--- config.mk ---
export PLATFORM = sky130hd
export DESIGN_NAME = ifb_bank
export DESIGN_NICKNAME = d
export VERILOG_FILES = /design/src/ifb_pkg.sv /design/src/ifb_bank.sv
export VERILOG_INCLUDE_DIRS = /design/src
export SDC_FILE = /design/constraint.sdc
export NUM_CORES = 1
export LEC_CHECK = 0
export ABC_AREA = 1
export BUFFER_PORTS_ARGS = -buffer_cell sky130_fd_sc_hd__clkbuf_2
export CAP_MARGIN = 10
export CORE_AREA = 2 2 141 143
export DETAILED_ROUTE_END_ITERATION = 8
export DIE_AREA = 0 0 143 145
export MAX_ROUTING_LAYER = met4
export PLACE_DENSITY = 0.79
export SLEW_MARGIN = 20
export SYNTH_ARGS = -nofsm -noshare
export SYNTH_HDL_FRONTEND = slang
export SYNTH_SLANG_ARGS = --single-unit
export TNS_END_PERCENT = 50
--- constraint.sdc ---
create_clock -name i_mclk -period 34.2 [get_ports i_mclk]
set_input_delay 1.71 -clock i_mclk [delete_from_list [all_inputs] [get_ports i_mclk]]
set_output_delay 1.71 -clock i_mclk [all_outputs]
set_load 0.01 [all_outputs]
--- src/ifb_regs.svh ---
`ifndef IFB_REGS_SVH
`define IFB_REGS_SVH

// ****************************************************************
// Register offsets (byte addresses on the APB port)
// ****************************************************************
`define IFB_OFF_FLAGS_0 12'h000
`define IFB_OFF_FLAGS_1 12'h004
`define IFB_OFF_FLAGS_2 12'h008
`define IFB_OFF_ENABLES_0 12'h00C
`define IFB_OFF_PENDING_LO 12'h010
`define IFB_OFF_PENDING_HI 12'h014
`define IFB_OFF_LEVEL 12'h018

// ****************************************************************
// Reset values and widths
// ****************************************************************
`define IFB_RST_WORD 16'h0000
`define IFB_RST_LEVEL 3'h0
`define IFB_PRIO_OFF 3'h0
`define IFB_ZERO_32 32'h0000_0000

// ****************************************************************
// Flag register 0 bit positions (enable register 0 mirrors them)
// ****************************************************************
`define IFB_B0_I2C_MASTER 4'hE
`define IFB_B0_I2C_SLAVE 4'hD
`define IFB_B0_NVM 4'hC
`define IFB_B0_ADC 4'hB
`define IFB_B0_UART_TX 4'hA
`define IFB_B0_UART_RX 4'h9
`define IFB_B0_SPI 4'h8
`define IFB_B0_TIMER3 4'h7
`define IFB_B0_TIMER2 4'h6
`define IFB_B0_CMP_OUT2 4'h5
`define IFB_B0_TIMER1 4'h3
`define IFB_B0_CMP_OUT1 4'h2
`define IFB_B0_CAPTURE1 4'h1
`define IFB_B0_EXT_PIN0 4'h0

// ****************************************************************
// Flag register 1 bit positions
// ****************************************************************
`define IFB_B1_COMP3 4'hF
`define IFB_B1_COMP2 4'hE
`define IFB_B1_COMP1 4'hD
`define IFB_B1_PIN_CHANGE 4'hB
`define IFB_B1_PULSE4 4'h6
`define IFB_B1_PULSE3 4'h5
`define IFB_B1_PULSE2 4'h4
`define IFB_B1_PULSE1 4'h3
`define IFB_B1_SPECIAL 4'h2
`define IFB_B1_EXT_PIN2 4'h1
`define IFB_B1_EXT_PIN1 4'h0

// ****************************************************************
// Flag register 2 bit positions
// ****************************************************************
`define IFB_B2_PAIR5 4'hA
`define IFB_B2_PAIR4 4'h9
`define IFB_B2_PAIR3 4'h8
`define IFB_B2_PAIR2 4'h7
`define IFB_B2_PAIR1 4'h6
`define IFB_B2_PAIR0 4'h5
`define IFB_B2_COMP4 4'h0

`endif

--- src/ifb_pkg.sv ---
package ifb_pkg;
  // One software-visible 16-bit register
  typedef logic [15:0] word16_t;
  // Three-bit source priority, 0 disables
  typedef logic [2:0] prio_t;
  // Priority of all 48 source slots, slot = 16 * register + bit
  typedef logic [47:0][2:0] prio_vec_t;
  // APB slave phase
  typedef enum logic [0:0] {PH_IDLE, PH_ACK} apb_phase_t;
endpackage

--- src/ifb_bank.sv ---
// Chosen here: the APB register port and the register addresses.
`include "ifb_regs.svh"

module ifb_bank #(
  parameter int NUM_SLOTS = 48
) (
  input wire logic i_mclk,
  input wire logic i_sys_rst,
  input wire logic i_psel,
  input wire logic i_penable,
  input wire logic i_pwrite,
  input wire logic [11:0] i_paddr,
  input wire logic [31:0] i_pwdata,
  output logic [31:0] o_prdata,
  output logic o_pready,
  output logic o_pslverr,
  input wire logic [15:0] i_evt_flags_0,
  input wire logic [15:0] i_evt_flags_1,
  input wire logic [15:0] i_evt_flags_2,
  input wire logic [15:0] i_en_ext_1,
  input wire logic [15:0] i_en_ext_2,
  input wire ifb_pkg::prio_vec_t i_src_prio,
  output logic [47:0] o_req,
  output logic [2:0] o_req_level,
  output logic o_req_any
);

  // ****************************************************************
  // Helper functions
  // ****************************************************************

  // One-hot word from a bit position
  function automatic ifb_pkg::word16_t bit_at(input logic [3:0] pos);
    ifb_pkg::word16_t w;
    w = `IFB_RST_WORD;
    w[pos] = 1'b1;
    return w;
  endfunction

  // Highest priority among active slots; 0 when none
  function automatic ifb_pkg::prio_t top_prio(input logic [47:0] act,
                                               input ifb_pkg::prio_vec_t pr);
    ifb_pkg::prio_t best;
    best = `IFB_PRIO_OFF;
    for (int k = 0; k < NUM_SLOTS; k++) begin
      if (act[k] && (pr[k] > best)) begin
        best = pr[k];
      end
    end
    return best;
  endfunction

  // Next flag word: sources set, software writes, set beats clear
  function automatic ifb_pkg::word16_t flag_next(input ifb_pkg::word16_t cur,
                                                  input logic wr,
                                                  input ifb_pkg::word16_t wd,
                                                  input ifb_pkg::word16_t evt,
                                                  input ifb_pkg::word16_t impl);
    ifb_pkg::word16_t base;
    base = wr ? wd : cur;
    return (base | evt) & impl;
  endfunction

  // ****************************************************************
  // Implemented bit maps
  // ****************************************************************

  // Flags 0 layout, mirrored by enables 0
  ifb_pkg::word16_t impl_0_hi;
  ifb_pkg::word16_t impl_0_lo;
  ifb_pkg::word16_t impl_0;
  assign impl_0_hi = bit_at(`IFB_B0_I2C_MASTER)
                   | bit_at(`IFB_B0_I2C_SLAVE)
                   | bit_at(`IFB_B0_NVM)
                   | bit_at(`IFB_B0_ADC)
                   | bit_at(`IFB_B0_UART_TX)
                   | bit_at(`IFB_B0_UART_RX)
                   | bit_at(`IFB_B0_SPI);
  assign impl_0_lo = bit_at(`IFB_B0_TIMER3)
                   | bit_at(`IFB_B0_TIMER2)
                   | bit_at(`IFB_B0_TIMER1)
                   | bit_at(`IFB_B0_CMP_OUT2)
                   | bit_at(`IFB_B0_CMP_OUT1)
                   | bit_at(`IFB_B0_CAPTURE1)
                   | bit_at(`IFB_B0_EXT_PIN0);
  assign impl_0 = impl_0_hi | impl_0_lo;        // Bits 15 and 4 stay empty

  // Flags 1 layout; bit 12 and bits 10 to 7 stay empty
  ifb_pkg::word16_t impl_1;
  assign impl_1 = bit_at(`IFB_B1_COMP3)
                | bit_at(`IFB_B1_COMP2)
                | bit_at(`IFB_B1_COMP1)
                | bit_at(`IFB_B1_PIN_CHANGE)
                | bit_at(`IFB_B1_PULSE4)
                | bit_at(`IFB_B1_PULSE3)
                | bit_at(`IFB_B1_PULSE2)
                | bit_at(`IFB_B1_PULSE1)
                | bit_at(`IFB_B1_SPECIAL)
                | bit_at(`IFB_B1_EXT_PIN2)
                | bit_at(`IFB_B1_EXT_PIN1);

  // Flags 2 layout; bits 15 to 11 and 4 to 1 stay empty
  ifb_pkg::word16_t impl_2;
  assign impl_2 = bit_at(`IFB_B2_PAIR5)
                | bit_at(`IFB_B2_PAIR4)
                | bit_at(`IFB_B2_PAIR3)
                | bit_at(`IFB_B2_PAIR2)
                | bit_at(`IFB_B2_PAIR1)
                | bit_at(`IFB_B2_PAIR0)
                | bit_at(`IFB_B2_COMP4);

  // ****************************************************************
  // APB handshake
  // ****************************************************************

  ifb_pkg::apb_phase_t phase_r;
  ifb_pkg::apb_phase_t phase_nxt;
  logic setup_cyc;
  logic access_done;
  logic wr_done;

  // Setup cycle seen; one registered ack keeps pready a flop output
  assign setup_cyc = i_psel && !i_penable;
  assign access_done = i_psel && i_penable && (phase_r == ifb_pkg::PH_ACK);
  assign wr_done = access_done && i_pwrite;

  // Ack lasts one cycle, so every transfer has exactly one access cycle
  always_comb begin
    phase_nxt = ifb_pkg::PH_IDLE;
    case (phase_r)
      ifb_pkg::PH_IDLE: begin
        phase_nxt = setup_cyc ? ifb_pkg::PH_ACK : ifb_pkg::PH_IDLE;
      end
      ifb_pkg::PH_ACK: begin
        phase_nxt = ifb_pkg::PH_IDLE;
      end
      default: begin
        phase_nxt = ifb_pkg::PH_IDLE;
      end
    endcase
  end

  // ****************************************************************
  // Address decode
  // ****************************************************************

  logic sel_flags_0;
  logic sel_flags_1;
  logic sel_flags_2;
  logic sel_en_0;
  logic sel_pend_lo;
  logic sel_pend_hi;
  logic sel_level;
  logic addr_hit;
  assign sel_flags_0 = (i_paddr == `IFB_OFF_FLAGS_0);
  assign sel_flags_1 = (i_paddr == `IFB_OFF_FLAGS_1);
  assign sel_flags_2 = (i_paddr == `IFB_OFF_FLAGS_2);
  assign sel_en_0 = (i_paddr == `IFB_OFF_ENABLES_0);
  assign sel_pend_lo = (i_paddr == `IFB_OFF_PENDING_LO);
  assign sel_pend_hi = (i_paddr == `IFB_OFF_PENDING_HI);
  assign sel_level = (i_paddr == `IFB_OFF_LEVEL);
  assign addr_hit = sel_flags_0 | sel_flags_1 | sel_flags_2 | sel_en_0
                  | sel_pend_lo | sel_pend_hi | sel_level;

  // ****************************************************************
  // Flag and enable storage
  // ****************************************************************

  ifb_pkg::word16_t flags_0_r;
  ifb_pkg::word16_t flags_1_r;
  ifb_pkg::word16_t flags_2_r;
  ifb_pkg::word16_t en_0_r;
  ifb_pkg::word16_t flags_0_nxt;
  ifb_pkg::word16_t flags_1_nxt;
  ifb_pkg::word16_t flags_2_nxt;
  ifb_pkg::word16_t en_0_nxt;
  ifb_pkg::word16_t wdata;
  assign wdata = i_pwdata[15:0];

  // A pulse in the write cycle still lands, so no event is lost
  assign flags_0_nxt = flag_next(flags_0_r, wr_done && sel_flags_0, wdata,
                                 i_evt_flags_0, impl_0);
  assign flags_1_nxt = flag_next(flags_1_r, wr_done && sel_flags_1, wdata,
                                 i_evt_flags_1, impl_1);
  assign flags_2_nxt = flag_next(flags_2_r, wr_done && sel_flags_2, wdata,
                                 i_evt_flags_2, impl_2);
  // Enables change only by software, empty bits masked off
  assign en_0_nxt = (wr_done && sel_en_0) ? (wdata & impl_0) : en_0_r;

  // ****************************************************************
  // Request generation
  // ****************************************************************

  logic [47:0] flags_all;
  logic [47:0] en_all;
  logic [47:0] prio_live;
  logic [47:0] req_nxt;
  ifb_pkg::prio_t level_nxt;

  // Outside enables are masked by the same empty-bit maps
  assign flags_all = {flags_2_r, flags_1_r, flags_0_r};
  assign en_all = {i_en_ext_2 & impl_2, i_en_ext_1 & impl_1, en_0_r};

  // Priority 0 takes the source out of arbitration
  always_comb begin
    prio_live = '0;
    for (int k = 0; k < NUM_SLOTS; k++) begin
      prio_live[k] = (i_src_prio[k] != `IFB_PRIO_OFF);
    end
  end

  // Request needs flag, enable and live priority
  assign req_nxt = flags_all & en_all & prio_live;
  // Largest value wins, 7 highest
  assign level_nxt = top_prio(req_nxt, i_src_prio);

  // ****************************************************************
  // Read data mux
  // ****************************************************************

  // Registered at setup so the value is stable through the access cycle
  logic [31:0] rd_word;
  logic [31:0] rd_flags;
  logic [31:0] rd_status;
  assign rd_flags = sel_flags_0 ? {16'h0000, flags_0_r}
                  : sel_flags_1 ? {16'h0000, flags_1_r}
                  : sel_flags_2 ? {16'h0000, flags_2_r}
                  : sel_en_0 ? {16'h0000, en_0_r}
                  : `IFB_ZERO_32;  // Upper half and empty bits read 0
  assign rd_status = sel_pend_lo ? {o_req[31:16], o_req[15:0]}
                   : sel_pend_hi ? {16'h0000, o_req[47:32]}
                   : sel_level ? {29'h0000_0000, o_req_level}
                   : `IFB_ZERO_32;
  assign rd_word = (addr_hit && !i_pwrite) ? (rd_flags | rd_status)
                                          : `IFB_ZERO_32;

  // ****************************************************************
  // Registers
  // ****************************************************************

  // Bus handshake state and answer
  always_ff @(posedge i_mclk) begin
    if (i_sys_rst) begin
      phase_r <= ifb_pkg::PH_IDLE;
      o_pready <= 1'b0;
      o_pslverr <= 1'b0;
      o_prdata <= `IFB_ZERO_32;
    end else begin
      phase_r <= phase_nxt;
      o_pready <= (phase_nxt == ifb_pkg::PH_ACK);
      o_pslverr <= setup_cyc && !addr_hit;  // Unmapped address errors
      o_prdata <= setup_cyc ? rd_word : `IFB_ZERO_32;
    end
  end

  // Bank contents, all zero after reset
  always_ff @(posedge i_mclk) begin
    if (i_sys_rst) begin
      flags_0_r <= `IFB_RST_WORD;
      flags_1_r <= `IFB_RST_WORD;
      flags_2_r <= `IFB_RST_WORD;
      en_0_r <= `IFB_RST_WORD;
    end else begin
      flags_0_r <= flags_0_nxt;
      flags_1_r <= flags_1_nxt;
      flags_2_r <= flags_2_nxt;
      en_0_r <= en_0_nxt;
    end
  end

  // Requests trail the flags by one clock to keep outputs on flops
  always_ff @(posedge i_mclk) begin
    if (i_sys_rst) begin
      o_req <= '0;
      o_req_level <= `IFB_RST_LEVEL;
      o_req_any <= 1'b0;
    end else begin
      o_req <= req_nxt;
      o_req_level <= level_nxt;
      o_req_any <= (level_nxt != `IFB_PRIO_OFF);
    end
  end

endmodule // ifb_bank

==> results.md, run 1 <==
- The via count of the first global-routing pass is around 8600.
- For this block, the routed nets add up to ~30000 um of wire.
- The family with the most delay on the worst path is simple AND/OR/NAND/NOR gates.
- The remaining design rule violation count is 0.
- The worst-case IR drop observed on VDD is ~0.023 mV.
- The first global-routing pass estimated between 40000 and 50000 um of wire.
- The actual transition at the worst max-transition pin is between 1 and 1.5 ns.
- CTS built an H-tree with a depth of 3.
- The total power density per cell area is between 30 and 40 nW/um2.
- The area of the core is between 15000 and 20000 um2.
- ~360 I/O pins were placed.
- After clock tree synthesis, the clock-pin slew on the worst setup and hold paths is 0.07 ns.
- The worst min-delay path endpoint is o_prdata[18].
- The max-cap check violation count is 0.
- STA classifies the critical path startpoint as an input port.
- The slowest stage of the critical path is the ha_1 cell.
- The starting density of the core is about two fifths.
- For met2 alone, demand over resource in global routing was just over 40%.
- The signal arrival time at the worst endpoint is about 34 ns.
- The die area is about 21000 um2.
- Across all layers, the routed design uses 9454 vias.
- Setup total negative slack on the finished layout was measured at 0 ns.
- The total buffers and inverters traversed by the critical path is 6.
- The count of nets left with antenna violations once routing finished came out at 0.
- The portion of the post-synthesis area used by sequential elements is between 20% and 30%.
- The cell at the root of the clock tree is clkbuf_16.
- In this run, synthesis produced a sequential element count of between 100 and 150.
- The worst hold path passes through 2 cells.
- The number of unique standard cell types used by synthesis is 37.
- The net count of the finished layout is ~1900.
- The portion of the clock cycle consumed by the worst path in the final layout is 98.3%.
- A synthesized cell averages approximately 6.7 um2.
- Power comes to approximately 0.40 mW.
- The startpoint identified for the worst register-to-register timing path is en_0_r[0].
- The library cells used most frequently in the layout, excluding fill and tap cells, are 242 x clkbuf_2, 219 x inv_1, 139 x nand2_1.
- For this design the static power due to leakage is ~6 nW.
- The total routing resource utilization after global routing is 26.2%.
- Buffers placed on the I/O ports in this run total approximately 240.
- The post-route standard cell area excluding fillers is 11700 um2.
- The global-route met1 utilization is between 30 and 40%.
- Counting buffers and inverters, the worst setup path is between 200 and 250 cells deep.
- Global routing consumed, on the met3 layer, between 3 and 4% of the routing resources.
- The worst register-to-register path ends at o_req_any.
- The path class of the tightest hold or removal check is register to register.
- STA classifies the critical path endpoint as a register.
- The setup slack of the worst register-to-register path is approximately 1.6 ns.
- The post-route clock skew is around 0.0077 ns.
- The TritonCTS sink count is around 110.
- The hold violation total from the final report is 0.
- The startpoint of the tightest hold check path is o_req[18].
- The post-layout utilization of the core is around three fifths.
- The width of the die is 143 um.
- The shortest period the worst path allows is 33.63 ns.
- For this block, the initial DRC count from the detailed router was about 560.
- Setup slack on the critical path of the routed design comes to ~0.57 ns.
- The worst relative slew slack is 25.3%.
- After synthesis, the share of flip-flops with an asynchronous set or reset is 0%.
- From synthesis to final layout, the design area changed by 48.8%.
- The sum of net half-perimeters after detailed placement is ~21000 um.
- The count of synthesis-stage warnings from yosys is 0.
- The number of failing setup endpoints in the final timing report is 0.
- The flow ran to the end, and the final reports show no timing, DRC or antenna violations.
- Entering global routing, the biggest net connects 48 pins.
- The worst setup slack after placement is -2.89 ns.
- The max-slew violation count is 0.
- Setup repair after global routing could not meet its margin everywhere.
- The length in cells of the worst reg-to-reg path is approximately 240.
- After detailed routing, the number of vias per cell comes to just over 5.
- The most common cell after layout, fill and taps aside is clkbuf_2.
- Data on the critical path is required at its endpoint by 34.46 ns.
- The critical path is of the input port to register type.
- The height of the die is approximately 150 um.
- No sink is reached through more buffers than the 2 on the longest clock path.
- Global routing finished with a remaining overflow of 0.
- The number of antenna violations at the first check in global routing came to 1.
- The number of hold buffers added after CTS was 0.
- Based on the critical path, the design can be clocked at up to 29.7 MHz.
- The TritonCTS clock tree is yes.
- The mean routed wirelength per cell is between 15 and 20 um.
- The clock latency of the later-clocked register in the worst-skew pair is roughly 0.37 ns.
- The delay of the slowest critical-path stage is a little over 0.3 ns.
- The maximum net fanout on the critical path is 5.
- The fraction of layout cells with a size suffix above 1 is between 40% and 50%.
- The most crowded layer after global routing is met2.
- The post-synthesis instance total is between 1000 and 1500.
- After floorplanning, the core was divided into between 50 and 60 placement rows.
- The total standard cell area after synthesis is 7860 um2.
- The placed instance area is slightly below 10000 um2.
- The number of synthesized flops with an enable pin is 0.
- The critical path's most frequent cell is nand2_2.
- The top flip-flop cell by instance count after synthesis is dfxtp_1.
- The first detailed-routing pass ran for 5 iterations.
- The CTS buffer count is 9.
- The congestion estimate from routability-driven global placement came to around 0.92.
## synthesized netlist by cell type, types with 6 or more instances
library cell  number  area (um2)
nand2_1          194         728
clkbuf_1          22        82.6
a21oi_1           67         335
o31ai_1            8        60.1
nor2_1            99         372
inv_1            224         841
o21ai_0           97         485
dfxtp_1          111        2220
a21boi_0          17         128
nand3_1           37         185
a31oi_1            9        56.3
buf_4             21         158
nand4_1           29         181
o311ai_0          20         175
nand3_2           43         430
a311oi_1           7        61.3
ha_1              37         463
o211ai_1           6        45.0
nand2_2           48         300
a32o_1             6        60.1
or2_2             46         288
## metrics by stage
stage          hold slack (ns)  instances
4_1_cts                  0.427       1782
3_3_place_gp             0.411       1750
6_report                 0.424       1819
3_5_place_dp             0.417       1750
5_1_grt                  0.453       1819
2_1_floorplan            0.434       1199
## logic make-up (layout without fill, tap and decap cells)
| family | after synthesis | in the layout | synth area share [%] |
|---|---|---|---|
| AOI/OAI and AO/OA | 249 | 249 | 19.1 |
| adders and majority gates | 37 | 37 | 5.89 |
| buffers and inverters | 271 | 625 | 13.9 |
| DFF | 111 | 111 | 28.3 |
| other | 1 | 22 | 0.0477 |
| and+or+nand+nor | 510 | 510 | 32.8 |
## layout make-up
type	count	area, um2
fillers	1657	7510
multi-input cells	817	5720
repair buffers	381	2270
flip-flops and latches	111	2220
inverters	228	856
well taps	265	332
clock buffers	14	264
clock inverters	2	38.8
diodes	1	2.50
## flip-flops by register name (all words and copies together) (netlist names)
| name | flops |
|---|---|
| en_0_r | 14 |
| flags_0_r | 14 |
| flags_1_r | 11 |
| flags_2_r | 7 |
| o_prdata | 27 |
| o_pslverr | 1 |
| o_req | 32 |
| o_req_any | 1 |
| o_req_level | 3 |
| phase_r | 1 |
## repair_timing
item | in CTS | in global routing
setup buffers | 16 | 39
cloned | 0 | 0
gates resized for setup | 69 | 222
pin swaps | 24 | 162
endpoints found under the setup margin | 4 | 4
## worst max path at each step
stage,end,from,slack [ns]
6_report,o_req_any,i_src_prio[0],0.57
5_1_grt,o_req_any,i_src_prio[0],-1.17
4_1_cts,o_req_any,i_src_prio[1],0.003
3_5_place_dp,o_req_any,i_src_prio[2],-2.89
3_3_place_gp,o_req_any,i_src_prio[2],-1.56
2_1_floorplan,o_req_any,i_src_prio[2],0.55
## tightest hold or removal path, delay by kind of cell (launching register included)
kind          cells  cell delay, ns
simple gates      1            0.03
buf+inv           1            0.04
flops             1            0.31
## report_power, final
| part | internal [mW] | total [mW] | switching [mW] |
|---|---|---|---|
| registers | 0.134 | 0.139 | 0.00507 |
| logic | 0.0673 | 0.144 | 0.0768 |
| clock network | 0.0612 | 0.112 | 0.0506 |
## per-layer routing
metal	vias to the layer above	share of wire (%)
met1	4330	40
met5	-	0
met3	132	6.8
met2	403	48
li1	4589	-
met4	0	5.2
(Power assumes the default switching activity.)
==> run 2, diff against run 1 <==
--- a/config.mk
+++ b/config.mk
@@ -9,11 +9,13 @@
 export ABC_AREA = 1
 export BUFFER_PORTS_ARGS = -buffer_cell sky130_fd_sc_hd__clkbuf_2
 export CAP_MARGIN = 10
-export CORE_AREA = 2 2 141 143
+export CELL_PAD_IN_SITES_DETAIL_PLACEMENT = 1
+export CELL_PAD_IN_SITES_GLOBAL_PLACEMENT = 1
+export CORE_MARGIN = 2
+export CORE_UTILIZATION = 29
 export DETAILED_ROUTE_END_ITERATION = 8
-export DIE_AREA = 0 0 143 145
 export MAX_ROUTING_LAYER = met4
-export PLACE_DENSITY = 0.79
+export PLACE_DENSITY = 0.83
 export SLEW_MARGIN = 20
 export SYNTH_ARGS = -nofsm -noshare
 export SYNTH_HDL_FRONTEND = slang
==> run 2 against run 1 <==
Effect of this change:
- die area up 37%
- flip-flop and latch count unchanged
- hold slack better by 0.013 ns
- final area grew 8.3%
- routed wire length increased by 26%
- clock power increased by 8%
- largest cell class unchanged
==> results.md, run 2 (same netlist as run 1, synthesis figures left out) <==
- Summing over every cut layer, the via total after detailed routing is 10000.
- For this run, global-route usage on met3 was measured as between 4 and 5%.
- The maximum buffer depth of the clock tree is 2.
- Setup violations remaining at the end of the flow were counted as 0.
- At the end of routability-driven placement, the weighted congestion stood at 0.862.
- Counting every sink on the clock net gives 111.
- Setup repair after global routing could not meet its margin everywhere.
- For this design, the slowest cell found on the critical path is ha_1.
- The endpoint kind of the worst setup timing path is a register.
- Leaving out fill and tap cells, the most frequent cells in the layout are 240 x clkbuf_2, 219 x inv_1, 210 x buf_4.
- The fmax is about 30 MHz.
- The mean routed wirelength per cell is just under 20 um.
- The class of the worst hold path is register to register.
- The max-slew violation count was 0.
- The total grt overflow is 0.
- The global-route track usage on met2 is between 40% and 50%.
- The most crowded layer after global routing is met2.
- The initialized floorplan defines 60 standard-cell rows.
- The critical path's most frequent cell is nand2_2.
- The H-tree was split into 3 levels.
- The cell at the root of the clock tree is clkbuf_16.
- The top-level I/O count is roughly 360.
- The number of detailed-routing iterations run before antenna repair is 4.
- The layout filler cell count is 3389.
- The CTS clock-pin slew for the worst setup and hold paths is about 0.090 ns.
- After detailed routing, the total wire length is roughly 38000 um.
- The die covers 28400 um2.
- The via count of the first global-routing pass is about 10000.
- The setup slack of the worst register-to-register path is about 1.3 ns.
- The CTS buffer count is 9.
- The required time reported for the critical path endpoint is between 30 and 40 ns.
- The starting density of the core is between 20% and 30%.
- TritonCTS built the clock tree.
- The clock latency of the later-clocked register in the worst-skew pair is 0.36 ns.
- In this run the tightest slew margin relative to its limit is approximately 24%.
- After the first detailed-routing iteration, the DRC count stood at around 400.
- The tool flagged a number of max-cap violations equal to 0.
- The hold violation total from the final report is 0.
- The startpoint class of the critical path is an input port.
- Entering global routing, the biggest net connects 48 pins.
- After layout, the worst path uses 99.2% of the clock period.
- Ranked by flip-flop count, first place goes to o_req.
- The library cell used most frequently in the layout, excluding fill and tap cells, is clkbuf_2.
- In the final layout, the share of cells above drive strength 1 is slightly below 50%.
- The remaining design rule violation count is 0.
- The net count of the finished layout is 1938.
- The critical path in this run is classified as input port to register.
- The largest registers in the layout are o_req x32, o_prdata x27.
- The flow ran to the end, and the final reports show no timing, DRC or antenna violations.
- The first global-routing pass estimated around 53000 um of wire.
- The floorplan step defined a core boundary enclosing between 20000 and 30000 um2.
- The total routing resource utilization after global routing is around 24%.
- Final hold analysis gives a worst-case slack of ~0.44 ns.
- The register with the most flip-flops in the layout has 32 of them.
- The number of buffer cells added on primary ports is roughly 240.
- The number of antenna violations at the first check in global routing is 6.
- The number of nets still failing antenna checks after routing is 0.
- The maximum net fanout on the critical path is 5.
- Detailed placement ended at an HPWL of roughly 26000 um.
- The global-route met1 utilization is 27.3%.
- In this run the power density over the cells is roughly 33 nW/um2.
- The area growth from synthesis to layout is 61.2%.
- The critical path contains buffers and inverters numbering 12 combined.
- The leakage power figure is around 6.4 nW.
- The signal arrival time at the worst endpoint is approximately 34 ns.
- The floorplan step set the die height to approximately 170 um.
- At the end of the flow the core is filled with cells to between 40 and 50%.
- The width of the die is about 170 um.
- The post-route clock skew is roughly 0.014 ns.
- The number of vias per cell after detailed routing is roughly 5.1.
- For this run, the slowest stage of the critical path takes roughly 0.31 ns.
- The shortest period the worst path allows is roughly 34 ns.
- In the final layout, flip-flops and latches occupy 2220 um2.
- In the final layout, the multi-input gates occupy between 5000 and 6000 um2.
- The worst IR drop on VDD is 0.0215 mV.
- The kind of cell with the highest combined delay along the critical path is simple AND/OR/NAND/NOR gates.
- The actual transition at the worst max-transition pin is 1.13 ns.
## run 2: cell count changes in the layout (fill, tap and decap cells not counted), sizes merged
cell,delta
diode,+5
clkinvlp,+2
clkbuf,-6
buf,+82
bufinv,+1
inv,+1
## run 2: tightest hold or removal path: stages (launching register included)
cell and delay (ns):
dfxtp_1 0.32, inv_1 0.05, nor2_1 0.03
## run 2: report_power, final
part	leakage [nW]	internal (mW)	total (mW)	switching, mW
logic	5.39	0.0747	0.158	0.0832
clock network	0.149	0.0649	0.121	0.0556
registers	0.908	0.134	0.140	0.00588
total	6.45	0.274	0.418	0.145
## run 2: area by class of cell
class	instances	share of cell area [%]
timing repair buffer	461	22.9
antenna	6	0.118
clock inverter	6	0.731
clock buffer	10	1.81
multi-input combinational	817	46.7
sequential	111	17.5
inverter	228	6.77
tap	341	3.37
## run 2: metrics by stage
| step | area, um2 | instances | setup TNS, ns | setup WS [ns] | power [mW] |
|---|---|---|---|---|---|
| floorplan | 7940 | 1199 | 0 | 0.555 | 0.200 |
| global placement | 10100 | 1848 | -7.57 | -1.92 | 0.238 |
| detailed placement | 10100 | 1848 | -15.74 | -3.97 | 0.244 |
| CTS | 11500 | 1943 | 0 | 0.0362 | 0.384 |
| global route | 12700 | 1979 | -5.80 | -1.49 | 0.440 |
| finish | 12700 | 1980 | 0 | 0.260 | 0.418 |
## run 2: path summary, 6_finish.rpt
path,startpoint,to,cells after the start
max,i_src_prio[2],o_req_any,239
min,o_req[18],o_prdata[18],2
max reg2reg,flags_0_r[0],o_req_any,238
min reg2reg,o_req[18],o_prdata[18],2
## run 2: timing repair
| action | CTS | global route |
|---|---|---|
| hold buffers | 0 | 0 |
| gates resized for setup | 127 | 213 |
| setup buffers | 79 | 47 |
| endpoints found under the setup margin | 4 | 4 |
| pin swaps | 84 | 191 |
| gates cloned | 0 | 0 |
## run 2: per-layer routing
layer | routed length [um] | vias up
li1 | - | 4724
met1 | 14700 | 4837
met2 | 19400 | 348
met4 | 2090 | 0
met3 | 1910 | 131
met5 | 0 | -
